`src/logic/cstreg_cfg.svh`:
```
// ---------------------------------------------------------------
// core status registers: addresses, reset values, field positions
// ---------------------------------------------------------------
// assumes an 8-bit special-function address space shared with other units
`ifndef CSTREG_CFG_SVH
`define CSTREG_CFG_SVH

// ---------------------------------------------------------------
// register addresses
// ---------------------------------------------------------------
`define CSTREG_SP_ADDR 8'h81
`define CSTREG_DPL_ADDR 8'h82
`define CSTREG_DPH_ADDR 8'h83
`define CSTREG_PSW_ADDR 8'hD0
`define CSTREG_ACC_ADDR 8'hE0
`define CSTREG_B_ADDR 8'hF0

// reserved locations, no register behind them
`define CSTREG_RSV0_ADDR 8'h97
`define CSTREG_RSV1_ADDR 8'hA2
`define CSTREG_RSV2_ADDR 8'hB3
`define CSTREG_RSV3_ADDR 8'hB4
`define CSTREG_RSV4_ADDR 8'hCE
`define CSTREG_RSV5_ADDR 8'hDF

// ---------------------------------------------------------------
// reset values
// ---------------------------------------------------------------
`define CSTREG_SP_RST 8'h07
`define CSTREG_PSW_RST 8'h00
`define CSTREG_ACC_RST 8'h00
`define CSTREG_B_RST 8'h00
`define CSTREG_DPL_RST 8'h00
`define CSTREG_DPH_RST 8'h00

// ---------------------------------------------------------------
// status word field positions
// ---------------------------------------------------------------
`define CSTREG_CY_BIT 7
`define CSTREG_AC_BIT 6
`define CSTREG_F0_BIT 5
`define CSTREG_RSH_BIT 4
`define CSTREG_RSL_BIT 3
`define CSTREG_OV_BIT 2
`define CSTREG_F1_BIT 1
`define CSTREG_PAR_BIT 0

// each working bank spans eight bytes
`define CSTREG_BANK_SHIFT 3

`endif

```
`src/logic/cstreg_pkg.sv`:
```
// ---------------------------------------------------------------
// core status registers: shared types
// ---------------------------------------------------------------
// assumes the constants header is included by the modules that use it
package cstreg_pkg;

    // one byte of special-function space
    typedef logic [7:0] cstreg_byte_t;

    // push sequence: bump the pointer, then write the stack byte
    typedef enum logic [1:0] {
        PS_IDLE = 2'b01,
        PS_WRITE = 2'b10
    } cstreg_push_t;

endpackage

```
`src/logic/cstreg_byte_reg.sv`:
```
// ---------------------------------------------------------------
// one byte register with byte, bit and hardware write ports
// ---------------------------------------------------------------
// assumes all write strobes are single-cycle levels in the clk domain
`timescale 1ns/1ps
module cstreg_byte_reg import cstreg_pkg::*; #(
    parameter cstreg_byte_t RST = 8'h00
) (
    // clock and reset
    input wire logic clk,
    input wire logic arst_n,
    // software byte and bit writes
    input wire logic swWrEn,
    input wire cstreg_byte_t swWrData,
    input wire logic bitWrEn,
    input wire logic [2:0] bitIdx,
    input wire logic bitVal,
    // execution unit write
    input wire logic hwWrEn,
    input wire cstreg_byte_t hwWrData,
    // stored value
    output cstreg_byte_t value
);

    cstreg_byte_t val_q;
    cstreg_byte_t val_d;

    // hardware result wins, it is the instruction's own outcome
    always_comb begin
        val_d = val_q;
        if (hwWrEn) begin
            val_d = hwWrData;
        end else if (swWrEn) begin
            val_d = swWrData;
        end else if (bitWrEn) begin
            val_d[bitIdx] = bitVal;
        end
    end

    // storage
    always_ff @(posedge clk or negedge arst_n) begin
        if (!arst_n) begin
            val_q <= RST;
        end else begin
            val_q <= val_d;
        end
    end

    assign value = val_q;

endmodule

```
`src/logic/cstreg_core.sv`:
```
// ---------------------------------------------------------------
// core status registers: stack top, data pointer, status word,
// primary and second operand registers
// ---------------------------------------------------------------
// assumes one execution unit drives the hardware strobes and the same
// core drives the special-function byte and bit ports, all on clk
//
// Notes on behaviour
// - push bumps pointer, then writes byte
// - stack top resets to seven, fully writable
// - two byte registers form 16-bit pointer
// - pointer addresses external data and program
// - carry flag follows arithmetic carry/borrow
// - nibble carry follows carry into nibble
// - signed range flag follows arithmetic overflow
// - bank bits pick eight-byte register bank
// - parity bit read-only, odd ones reads one
// - user flags changed only by software
// - primary operand at E0, resets zero
// - second operand at F0, resets zero
// - undefined addresses are reserved, inert
`timescale 1ns/1ps
`include "cstreg_cfg.svh"
module cstreg_core import cstreg_pkg::*; (
    // clock and reset
    input wire logic clk,
    input wire logic arst_n,
    // special-function byte access
    input wire logic [7:0] sfrAddr,
    input wire logic sfrWrEn,
    input wire cstreg_byte_t sfrWrData,
    input wire logic sfrRdEn,
    output cstreg_byte_t sfrRdData,
    output logic sfrRdValid,
    output logic sfrHit,
    output logic sfrReserved,
    // special-function bit access
    input wire logic sfrBitEn,
    input wire logic [7:0] sfrBitAddr,
    input wire logic sfrBitVal,
    // execution unit results
    input wire logic aluFlagEn,
    input wire logic aluCarry,
    input wire logic aluNibble,
    input wire logic aluOverflow,
    input wire logic accWrEn,
    input wire cstreg_byte_t accWrData,
    input wire logic bWrEn,
    input wire cstreg_byte_t bWrData,
    input wire logic dptrWrEn,
    input wire logic [15:0] dptrWrData,
    // stack requests and stack memory write
    input wire logic pushReq,
    input wire cstreg_byte_t pushData,
    input wire logic popReq,
    output logic pushBusy,
    output logic stackWrEn,
    output cstreg_byte_t stackWrAddr,
    output cstreg_byte_t stackWrData,
    output cstreg_byte_t stackTop,
    // views for the core
    output cstreg_byte_t accValue,
    output cstreg_byte_t bValue,
    output logic [15:0] memPtr16,
    output logic [4:0] bankBase,
    output cstreg_byte_t statusWord,
    output logic parityFlag
);

    // ---------------------------------------------------------------
    // decode helpers
    // ---------------------------------------------------------------

    // locations with no register behind them
    function automatic logic isReserved(input logic [7:0] a);
        return (a == `CSTREG_RSV0_ADDR) || (a == `CSTREG_RSV1_ADDR) ||
            (a == `CSTREG_RSV2_ADDR) || (a == `CSTREG_RSV3_ADDR) ||
            (a == `CSTREG_RSV4_ADDR) || (a == `CSTREG_RSV5_ADDR);
    endfunction

    // bit address to owning byte address, only the upper half is bit space
    function automatic logic bitHits(input logic [7:0] ba, input logic [7:0] ra);
        return ba[7] && ({ba[7:3], 3'h0} == ra);
    endfunction

    logic wrSp;
    logic wrPsw;
    logic wrAcc;
    logic wrB;
    logic wrDpl;
    logic wrDph;
    logic bitPsw;
    logic bitAcc;
    logic bitB;

    // byte strobes per register, bit strobes for the status word and both operands only
    always_comb begin
        wrSp = sfrWrEn && (sfrAddr == `CSTREG_SP_ADDR);
        wrPsw = sfrWrEn && (sfrAddr == `CSTREG_PSW_ADDR);
        wrAcc = sfrWrEn && (sfrAddr == `CSTREG_ACC_ADDR);
        wrB = sfrWrEn && (sfrAddr == `CSTREG_B_ADDR);
        wrDpl = sfrWrEn && (sfrAddr == `CSTREG_DPL_ADDR);
        wrDph = sfrWrEn && (sfrAddr == `CSTREG_DPH_ADDR);
        bitPsw = sfrBitEn && bitHits(sfrBitAddr, `CSTREG_PSW_ADDR);
        bitAcc = sfrBitEn && bitHits(sfrBitAddr, `CSTREG_ACC_ADDR);
        bitB = sfrBitEn && bitHits(sfrBitAddr, `CSTREG_B_ADDR);
    end

    // ---------------------------------------------------------------
    // operand registers and data pointer
    // ---------------------------------------------------------------
    cstreg_byte_t dplValue;
    cstreg_byte_t dphValue;

    cstreg_byte_reg #(.RST(`CSTREG_ACC_RST)) uAcc (
        .clk(clk), .arst_n(arst_n),
        .swWrEn(wrAcc), .swWrData(sfrWrData),
        .bitWrEn(bitAcc), .bitIdx(sfrBitAddr[2:0]), .bitVal(sfrBitVal),
        .hwWrEn(accWrEn), .hwWrData(accWrData),
        .value(accValue)
    );
    cstreg_byte_reg #(.RST(`CSTREG_B_RST)) uB (
        .clk(clk), .arst_n(arst_n),
        .swWrEn(wrB), .swWrData(sfrWrData),
        .bitWrEn(bitB), .bitIdx(sfrBitAddr[2:0]), .bitVal(sfrBitVal),
        .hwWrEn(bWrEn), .hwWrData(bWrData),
        .value(bValue)
    );
    // low and high bytes, each separately addressable
    cstreg_byte_reg #(.RST(`CSTREG_DPL_RST)) uDpl (
        .clk(clk), .arst_n(arst_n),
        .swWrEn(wrDpl), .swWrData(sfrWrData),
        .bitWrEn(1'b0), .bitIdx(3'h0), .bitVal(1'b0),
        .hwWrEn(dptrWrEn), .hwWrData(dptrWrData[7:0]),
        .value(dplValue)
    );
    cstreg_byte_reg #(.RST(`CSTREG_DPH_RST)) uDph (
        .clk(clk), .arst_n(arst_n),
        .swWrEn(wrDph), .swWrData(sfrWrData),
        .bitWrEn(1'b0), .bitIdx(3'h0), .bitVal(1'b0),
        .hwWrEn(dptrWrEn), .hwWrData(dptrWrData[15:8]),
        .value(dphValue)
    );

    // one pointer feeds both external data and program fetches
    assign memPtr16 = {dphValue, dplValue};
    // odd count of ones reads as one
    // no storage, so it is current one cycle after any write
    assign parityFlag = ^accValue;

    // ---------------------------------------------------------------
    // status word
    // ---------------------------------------------------------------
    logic [7:1] psw_q;
    logic [7:1] psw_d;

    // alu outcome beats a software write in the same cycle
    always_comb begin
        psw_d = psw_q;
        if (wrPsw) begin
            psw_d = sfrWrData[7:1];
        end else if (bitPsw && (sfrBitAddr[2:0] != 3'h0)) begin
            psw_d[sfrBitAddr[2:0]] = sfrBitVal;
        end
        if (aluFlagEn) begin
            // carry set or cleared by every arithmetic result
            psw_d[`CSTREG_CY_BIT] = aluCarry;
            psw_d[`CSTREG_AC_BIT] = aluNibble;
            psw_d[`CSTREG_OV_BIT] = aluOverflow;
        end
    end

    // user flags only move through the software paths above
    always_ff @(posedge clk or negedge arst_n) begin
        if (!arst_n) begin
            psw_q <= 7'(`CSTREG_PSW_RST >> 1);
        end else begin
            psw_q <= psw_d;
        end
    end

    assign statusWord = {psw_q, parityFlag};
    // bank n starts at byte n times eight
    assign bankBase = {psw_q[`CSTREG_RSH_BIT:`CSTREG_RSL_BIT], 3'h0};

    // ---------------------------------------------------------------
    // stack top pointer and push sequence
    // ---------------------------------------------------------------
    cstreg_byte_t sp_q;
    cstreg_byte_t sp_d;
    cstreg_push_t pst_q;
    cstreg_push_t pst_d;
    cstreg_byte_t pdat_q;
    cstreg_byte_t pdat_d;

    // requests are ignored while a push is still writing its byte
    always_comb begin
        sp_d = sp_q;
        pst_d = pst_q;
        pdat_d = pdat_q;
        unique case (pst_q)
            PS_IDLE: begin
                if (pushReq) begin
                    // pointer moves first, write follows next cycle
                    sp_d = sp_q + 8'h01;
                    pdat_d = pushData;
                    pst_d = PS_WRITE;
                end else if (popReq) begin
                    sp_d = sp_q - 8'h01;
                end else if (wrSp) begin
                    sp_d = sfrWrData;
                end
            end
            PS_WRITE: begin
                pst_d = PS_IDLE;
            end
        endcase
    end

    // pointer comes out of reset at seven
    always_ff @(posedge clk or negedge arst_n) begin
        if (!arst_n) begin
            sp_q <= `CSTREG_SP_RST;
            pst_q <= PS_IDLE;
            pdat_q <= 8'h00;
        end else begin
            sp_q <= sp_d;
            pst_q <= pst_d;
            pdat_q <= pdat_d;
        end
    end

    // byte lands where the bumped pointer now points
    assign stackWrEn = (pst_q == PS_WRITE);
    assign stackWrAddr = sp_q;
    assign stackWrData = pdat_q;
    assign stackTop = sp_q;
    assign pushBusy = (pst_q == PS_WRITE);

    // ---------------------------------------------------------------
    // read path
    // ---------------------------------------------------------------
    cstreg_byte_t rd_q;
    cstreg_byte_t rd_d;
    logic rdv_q;
    logic rdv_d;

    // reserved and foreign addresses read zero, writes fall away
    always_comb begin
        sfrReserved = isReserved(sfrAddr);
        sfrHit = 1'b1;
        rd_d = rd_q;
        rdv_d = sfrRdEn;
        unique case (sfrAddr)
            `CSTREG_SP_ADDR: rd_d = sp_q;
            `CSTREG_DPL_ADDR: rd_d = dplValue;
            `CSTREG_DPH_ADDR: rd_d = dphValue;
            `CSTREG_PSW_ADDR: rd_d = statusWord;
            `CSTREG_ACC_ADDR: rd_d = accValue;
            `CSTREG_B_ADDR: rd_d = bValue;
            default: begin
                rd_d = 8'h00;
                sfrHit = 1'b0;
            end
        endcase
        if (!sfrRdEn) begin
            rd_d = rd_q;
        end
    end

    // data is held until the next read
    always_ff @(posedge clk or negedge arst_n) begin
        if (!arst_n) begin
            rd_q <= 8'h00;
            rdv_q <= 1'b0;
        end else begin
            rd_q <= rd_d;
            rdv_q <= rdv_d;
        end
    end

    assign sfrRdData = rd_q;
    assign sfrRdValid = rdv_q;
endmodule

```
`config.mk`:
```
export PLATFORM = sky130hd
export DESIGN_NAME = cstreg_core
export DESIGN_NICKNAME = d
export VERILOG_FILES = /design/src/logic/cstreg_pkg.sv /design/src/logic/cstreg_byte_reg.sv /design/src/logic/cstreg_core.sv
export VERILOG_INCLUDE_DIRS = /design/src /design/src/logic
export SDC_FILE = /design/constraint.sdc
export NUM_CORES = 1
export LEC_CHECK = 0
export BUFFER_PORTS_ARGS = -buffer_cell sky130_fd_sc_hd__buf_2
export CAP_MARGIN = 20
export CORE_MARGIN = 4
export CORE_UTILIZATION = 37
export CTS_CLUSTER_DIAMETER = 40
export DETAILED_ROUTE_END_ITERATION = 6
export GPL_TIMING_DRIVEN = 1
export PLACE_DENSITY_LB_ADDON = 0.08
export SYNTH_ARGS = -nofsm -noshare
export SYNTH_HDL_FRONTEND = slang
export SYNTH_HIERARCHICAL = 1
export SYNTH_SLANG_ARGS = --single-unit
```
`constraint.sdc`:
```
create_clock -name clk -period 4.2 [get_ports clk]
set_clock_uncertainty 0.2 [all_clocks]
set_input_delay 0.84 -clock clk [delete_from_list [all_inputs] [get_ports clk]]
set_output_delay 0.84 -clock clk [all_outputs]
set_load 0.01 [all_outputs]
```
==> run metrics, run 1 <==
worst-margin pin slew=644.7 ps; fin crit period=3262 ps; Static Leak=2.701 nW; total number of vias=5,051; grt total ovfl=0; final hold viol count=0; CTS tree=built; data required time of the worst path=3160 ps; maximum clock frequency=0.3066 GHz; Mapped Avg Cell Area=9.323 um^2; sequential share of the synthesized area=32.85%; via/cell ratio=5.887; die area=0.01556 mm^2; WL/cell=20.42 um; Hold Path Depth=1; TritonCTS Sinks=66; Reg clk slew, reported paths=50 ps; cell with the most instances on the worst path=buf_2; iteration-0 DRC count of the detailed router=452; first-pass GRT wire length=26,860 um; Area Growth Syn to Fin=21.06%; Detail Route Antenna Nets=0; RSZ-0062 raised after global routing=no; # nets final=757; pwr dens=430.7 mW/mm^2; WS Path Type=input pin to output pin; dpl hpwl=12,810 um; startpoint type of the worst setup path=input pin; ys flop type=dfrtp_1; # hold bufs at CTS=0; Post-CTS Setup Bufs=0; root buffer cell=clkbuf_16; DRC viols=0; Hold Crit Start=sfrRdData[3]; slowest CP cell=o41ai_1; WP data arrival=2220 ps; initial antenna violation count=1; crit share post-route=77.66%; Post-synth EDFFs=0; commonest non-fill, non-tap cells in the layout=158 x buf_2, 62 x dfrtp_1, 38 x nand2_1; max-cap violations=0; synth warn=6; Placed Area=0.005797 mm^2; M3 GR Usage=3.516%; num rows=42; Max-Slew Margin vs Limit=56.86%; Post-Synthesis Cells=541; Min-Delay Endpoint=sfrRdData[3]; WL final=17,520 um; Clock Path Buffers=2; area of the core=0.01330 mm^2; grt met1 use=30.64%; Final TNS setup=0 ps; share of layout cells above drive strength 1=34.07%; R2R Path End=stackTop[6]; fin area=0.006106 mm^2; async set-reset flop share out of synthesis=100.0%; Final Setup Violations=0; worst reg2reg path depth=7; port bufs=158; Synth cell types=68; R2R Setup Slk=2020 ps; vias in the first global route=4,722; DRT Pass-1 Iters=6; Top Usage Layer GRT=met2; Starting Density=37.94%; Tot Pwr=2.630 mW; critical-path cell list=buf_2 > nor2_1 > a21oi_1 > o22ai_1 > a22oi_1 > o41ai_1 > buf_2; peak supply drop=165.9 uV; fin util=45.93%; Ports=162; post-CTS resize count=0; Skew-Pair Late Insertion Delay=340 ps; flip-flop and latch count after synthesis=66; Crit Reg-Reg Startpoint=stackTop[1]; CTS Buf Count=9; outcome=complete, no violations; Tightest Hold Check Type=flop to flop; all-layer global routing usage=21.95%; Worst setup EP type=output pin; final max-slew violation count=0; H-tree depth=3; die span in y=124.8 um; CP peak stage delay=370 ps; commonest non-fill, non-tap cell in the layout=buf_2; die width=124.8 um; placer congestion estimate=0.8432; CP max FO=17; GR Util met2=34.48%; Synth Cell Area=0.005044 mm^2; largest net degree at the start of global routing=30
[area by class of cell]
cell class | count | area [um^2]
tap | 176 | 220.2
inverter | 14 | 52.55
antenna | 1 | 2.502
multi-input combinational | 422 | 3039
clock buffer | 12 | 256.5
sequential | 66 | 1657
fill | 1336 | 7189
timing repair buffer | 163 | 828.3
clock inverter | 4 | 50.05
[sequential cells by signal (all words and copies together), names as in the netlist]
name,cells
pst_q,2
stackWrData,8
uDph/value,8
psw_q,7
uB/value,8
uDpl/value,8
uAcc/value,8
stackTop,8
sfrRdData,8
sfrRdValid,1
[routing by layer]
metal,vias to the layer above,part of all wire (%)
met3,20,7.2
met5,-,0
met1,2442,44
li1,2360,-
met2,229,47
met4,0,1.7
[kinds of logic (layout without fill, tap and decap cells)]
group	Yosys count	after routing	synth area share, %
compound gates	185	185	27.91
xor+xnor	9	9	1.563
fa+ha+maj	2	2	0.4961
buf+inv	77	193	8.683
flops	66	66	32.85
mux	27	27	5.855
other cells	1	26	0.07435
simple gates	174	174	22.58
[how the worst max path moves through the flow]
stage                from          end  slack, ps  cells past startpoint
6_report       sfrAddr[1]  sfrReserved        940                      7
5_1_grt        sfrAddr[3]       sfrHit        810                      5
4_1_cts        sfrAddr[1]  sfrReserved        930                      7
3_5_place_dp   sfrAddr[1]  sfrReserved        930                      7
3_3_place_gp   sfrAddr[1]  sfrReserved        890                      7
2_1_floorplan  sfrAddr[1]  sfrReserved       1140                      6
[Yosys cell counts, types with 5 or more instances]
cell type  number  area share (%)
buf_6           5             1.1
nand4_1         7            0.87
mux2_2         20             4.5
a2bb2oi_1      12             2.1
a32o_1         12             2.4
o31ai_1         7             1.0
nand2_1        38             2.8
o21ai_0        14             1.4
nor2_1         29             2.2
buf_2          16             1.6
and4bb_1        8             2.0
mux2i_1         7             1.4
xnor2_1         8             1.4
clkbuf_1       14             1.0
inv_1          10            0.74
a21oi_1        17             1.7
a31oi_1         5            0.62
o22ai_1        29             3.6
a22oi_1        16             2.4
nand4b_1       14             2.4
or2_1           5            0.62
o221ai_1        7             1.2
a221oi_1       21             3.6
o311ai_0        5            0.87
nor3_1          5            0.50
nand3_1        11             1.1
o21a_1          7             1.0
and2b_1         8             1.2
dfrtp_1        62              31
a221o_1        12             2.4
buf_4          23             3.4
[critical path: cells and delay by family]
family	cells	cell delay, ps
simple gates	1	240
buf+inv	2	410
compound gates	4	730
[report_power, final]
| group | switching [mW] | total [mW] | internal [mW] |
|---|---|---|---|
| Clock | 0.289 | 0.779 | 0.491 |
| Combinational | 0.487 | 0.886 | 0.399 |
| Sequential | 0.182 | 0.965 | 0.783 |
| Total | 0.957 | 2.63 | 1.67 |
[stage by stage]
step / instances / setup WS, ps / hold slack (ps)
finish: 858 / 938.2 / 279.7
global route: 858 / 808.8 / 306.0
CTS: 857 / 932.6 / 280.3
detailed placement: 841 / 933.0 / 266.3
global placement: 841 / 893.7 / 261.4
floorplan: 565 / 1144 / 316.4
No activity file was read; power rests on OpenSTA's default activity.
==> run 2: changes to the inputs <==
--- a/config.mk
+++ b/config.mk
@@ -6,6 +6,7 @@
 export SDC_FILE = /design/constraint.sdc
 export NUM_CORES = 1
 export LEC_CHECK = 0
+export ABC_AREA = 1
 export BUFFER_PORTS_ARGS = -buffer_cell sky130_fd_sc_hd__buf_2
 export CAP_MARGIN = 20
 export CORE_MARGIN = 4
==> constraint.sdc (replaced) <==
create_clock -name clk -period 3.08 [get_ports clk]
set_clock_uncertainty 0.2 [all_clocks]
set_input_delay 0.616 -clock clk [delete_from_list [all_inputs] [get_ports clk]]
set_output_delay 0.616 -clock clk [all_outputs]
set_load 0.01 [all_outputs]
==> run metrics, run 2 <==
die span in y=131.4 um; dpl hpwl=14,000 um; final hold viol count=0; Int Pwr=2.196 mW; Simple-Gate Fraction of Synth Area=44.00%; main combinational cell family by area after synthesis=simple AND/OR/NAND/NOR gates; Final Setup Violations=0; CP max FO=3; post-place setup slack=616.6 ps; largest cells by area after synthesis=dfrtp_1 28%, nand2_1 19%, nand3_1 13%; WL final=18,520 um; Crit Reg-Reg Startpoint=stackTop[0]; fin crit period=2517 ps; worst-margin pin slew=759.7 ps; DRC viols=0; Mapped Avg Cell Area=6.308 um^2; flip-flop and latch count after synthesis=66; root buffer cell=clkbuf_16; sequential share of the synthesized area=29.41%; Detail Route Antenna Nets=0; Sequential Power Share=35.1%; crit share post-route=81.72%; WL/cell=14.90 um; fin util=46.24%; part of the power in the clock network=30.0%; Post-synth EDFFs=0; final worst-path setup slack=563.0 ps; Clock Path Buffers=2; share of layout cells above drive strength 1=22.47%; count leader, synth=nand2_1; largest net degree at the start of global routing=43; commonest non-fill, non-tap cells in the layout=286 x nand2_1, 158 x buf_2, 145 x nand3_1; CTS tree=built; Max-Slew Margin vs Limit=49.35%; all-layer global routing usage=21.34%; area of the core=0.01470 mm^2; Synth cell types=39; ys flop type=dfrtp_1; Comb pwr share=34.8%; Tightest Hold Check Type=input pin to asynchronous set/reset pin; vias in the first global route=5,404; synth warn=6; DRT Pass-1 Iters=5; Post-Synth Adder-Cell Area=0.4442%; Post-CTS Setup Bufs=0; Synth area leader=dfrtp_1; Area Growth Syn to Fin=20.66%; Synth Cell Area=0.005633 mm^2; grt total ovfl=0; async set-reset flop share out of synthesis=100.0%; Post-Synthesis Cells=893; H-tree depth=3; CTS Buf Count=9; Synth Area in Compound Gates=10.31%; Tot Pwr=3.587 mW; diode count=0; port bufs=158; die width=131.4 um; Synth top area share=27.54%; # hold bufs at CTS=0; TritonCTS Sinks=66; outcome=complete, no violations; WP data arrival=1700 ps; startpoint type of the worst setup path=input pin; Starting Density=38.32%; data required time of the worst path=2260 ps; Reg clk slew, reported paths=60 ps; Worst setup EP type=output pin; Post-synth top cells=286 x nand2_1, 145 x nand3_1, 107 x inv_1, 78 x nor2_1, 62 x dfrtp_1; commonest non-fill, non-tap cell in the layout=nand2_1; final max-slew violation count=0; Static Leak=3.775 nW; xor-xnor portion of the synthesized cell area=0.3110%; pwr dens=527.7 mW/mm^2; placer congestion estimate=0.8405; Final TNS setup=0 ps; num rows=44; initial antenna violation count=1; peak supply drop=248.6 uV; first-pass GRT wire length=29,400 um; worst setup path startpoint=sfrAddr[7]; WS Path Type=input pin to output pin; die area=0.01726 mm^2; iteration-0 DRC count of the detailed router=555; Skew-Pair Late Insertion Delay=340 ps; post-CTS resize count=0; max-cap violations=0; # nets final=1,135; Ports=162; total number of vias=6,098; Sw Pwr=1.390 mW; RSZ-0062 raised after global routing=no; maximum clock frequency=0.3973 GHz; via/cell ratio=4.906; Switching Share=38.76%; mux contribution to synthesized area=1.599%
==> run 2: cell count changes in the layout (fill, tap and decap cells not counted), moves of 21 or more <==
cell,delta
nand2_1,+248
nand3_1,+134
inv_1,+97
nor2_1,+49
a21oi_1,+31
o22ai_1,-28
a221oi_1,-21
==> run 2: cells by family (layout without fill, tap and decap cells) <==
family                   count (synthesis)  after routing
multiplexers                             8              8
adder cells (fa/ha/maj)                  2              2
AO/OA/AOI/OAI                          105            105
other                                    1             31
flip-flops                              66             66
XOR/XNOR                                 2              2
buffers and inverters                  162            298
AND/OR/NAND/NOR                        547            547
==> run 2: worst paths after layout <==
kind	endpoint	slack [ps]	cells past startpoint
worst max-delay path	sfrHit	560	6
worst min-delay path	uDpl/value[3]	80	2
worst max register to register	stackTop[6]	1220	8
worst min register to register	stackWrData[4]	300	1
max in group asynchronous	stackWrData[5]	2090	2
min in group clk	stackWrData[4]	300	1
==> run 2: area by class of cell <==
| type | instances | area [um^2] |
|---|---|---|
| clock buffer | 10 | 239.0 |
| multi-input combinational | 695 | 3313 |
| clock inverter | 6 | 66.31 |
| inverter | 115 | 432.9 |
| sequential | 66 | 1657 |
| tap | 184 | 230.2 |
| fill | 1631 | 7903 |
| timing repair buffer | 167 | 858.3 |
==> run 2: metal layers <==
metal / global-route usage [%] / vias up / share of wire [%]
met3: 3.479 / 22 / 6.5
met2: 33.38 / 223 / 44
li1: - / 3141 / -
met4: 6.826 / 2 / 1.8
met5: 0 / - / 0.038
met1: 30.28 / 2710 / 48
==> run 2: critical path, cell delays in order <==
cell and delay [ps]:
buf_2 100, inv_1 40, nor2_1 220, nand2_1 190, o31ai_1 330, buf_2 200
==> run 2: power groups by stage <==
stage | registers [mW] | logic, mW | clock network [mW]
4_1_cts | 1.26 | 1.25 | 1.10
5_1_grt | 1.29 | 1.40 | 1.14
3_3_place_gp | 1.28 | 1.24 | 0
2_1_floorplan | 1.29 | 0.815 | 0
3_5_place_dp | 1.27 | 1.25 | 0
6_report | 1.26 | 1.25 | 1.08
==> run 2: through the flow <==
stage,hold WS [ps],cell area (um^2),std cells
floorplan,120.4,5746,923
global placement,283.9,6491,1227
CTS,83.97,6797,1243
detailed placement,290.7,6491,1227
finish,76.71,6797,1243
global route,112.0,6797,1243
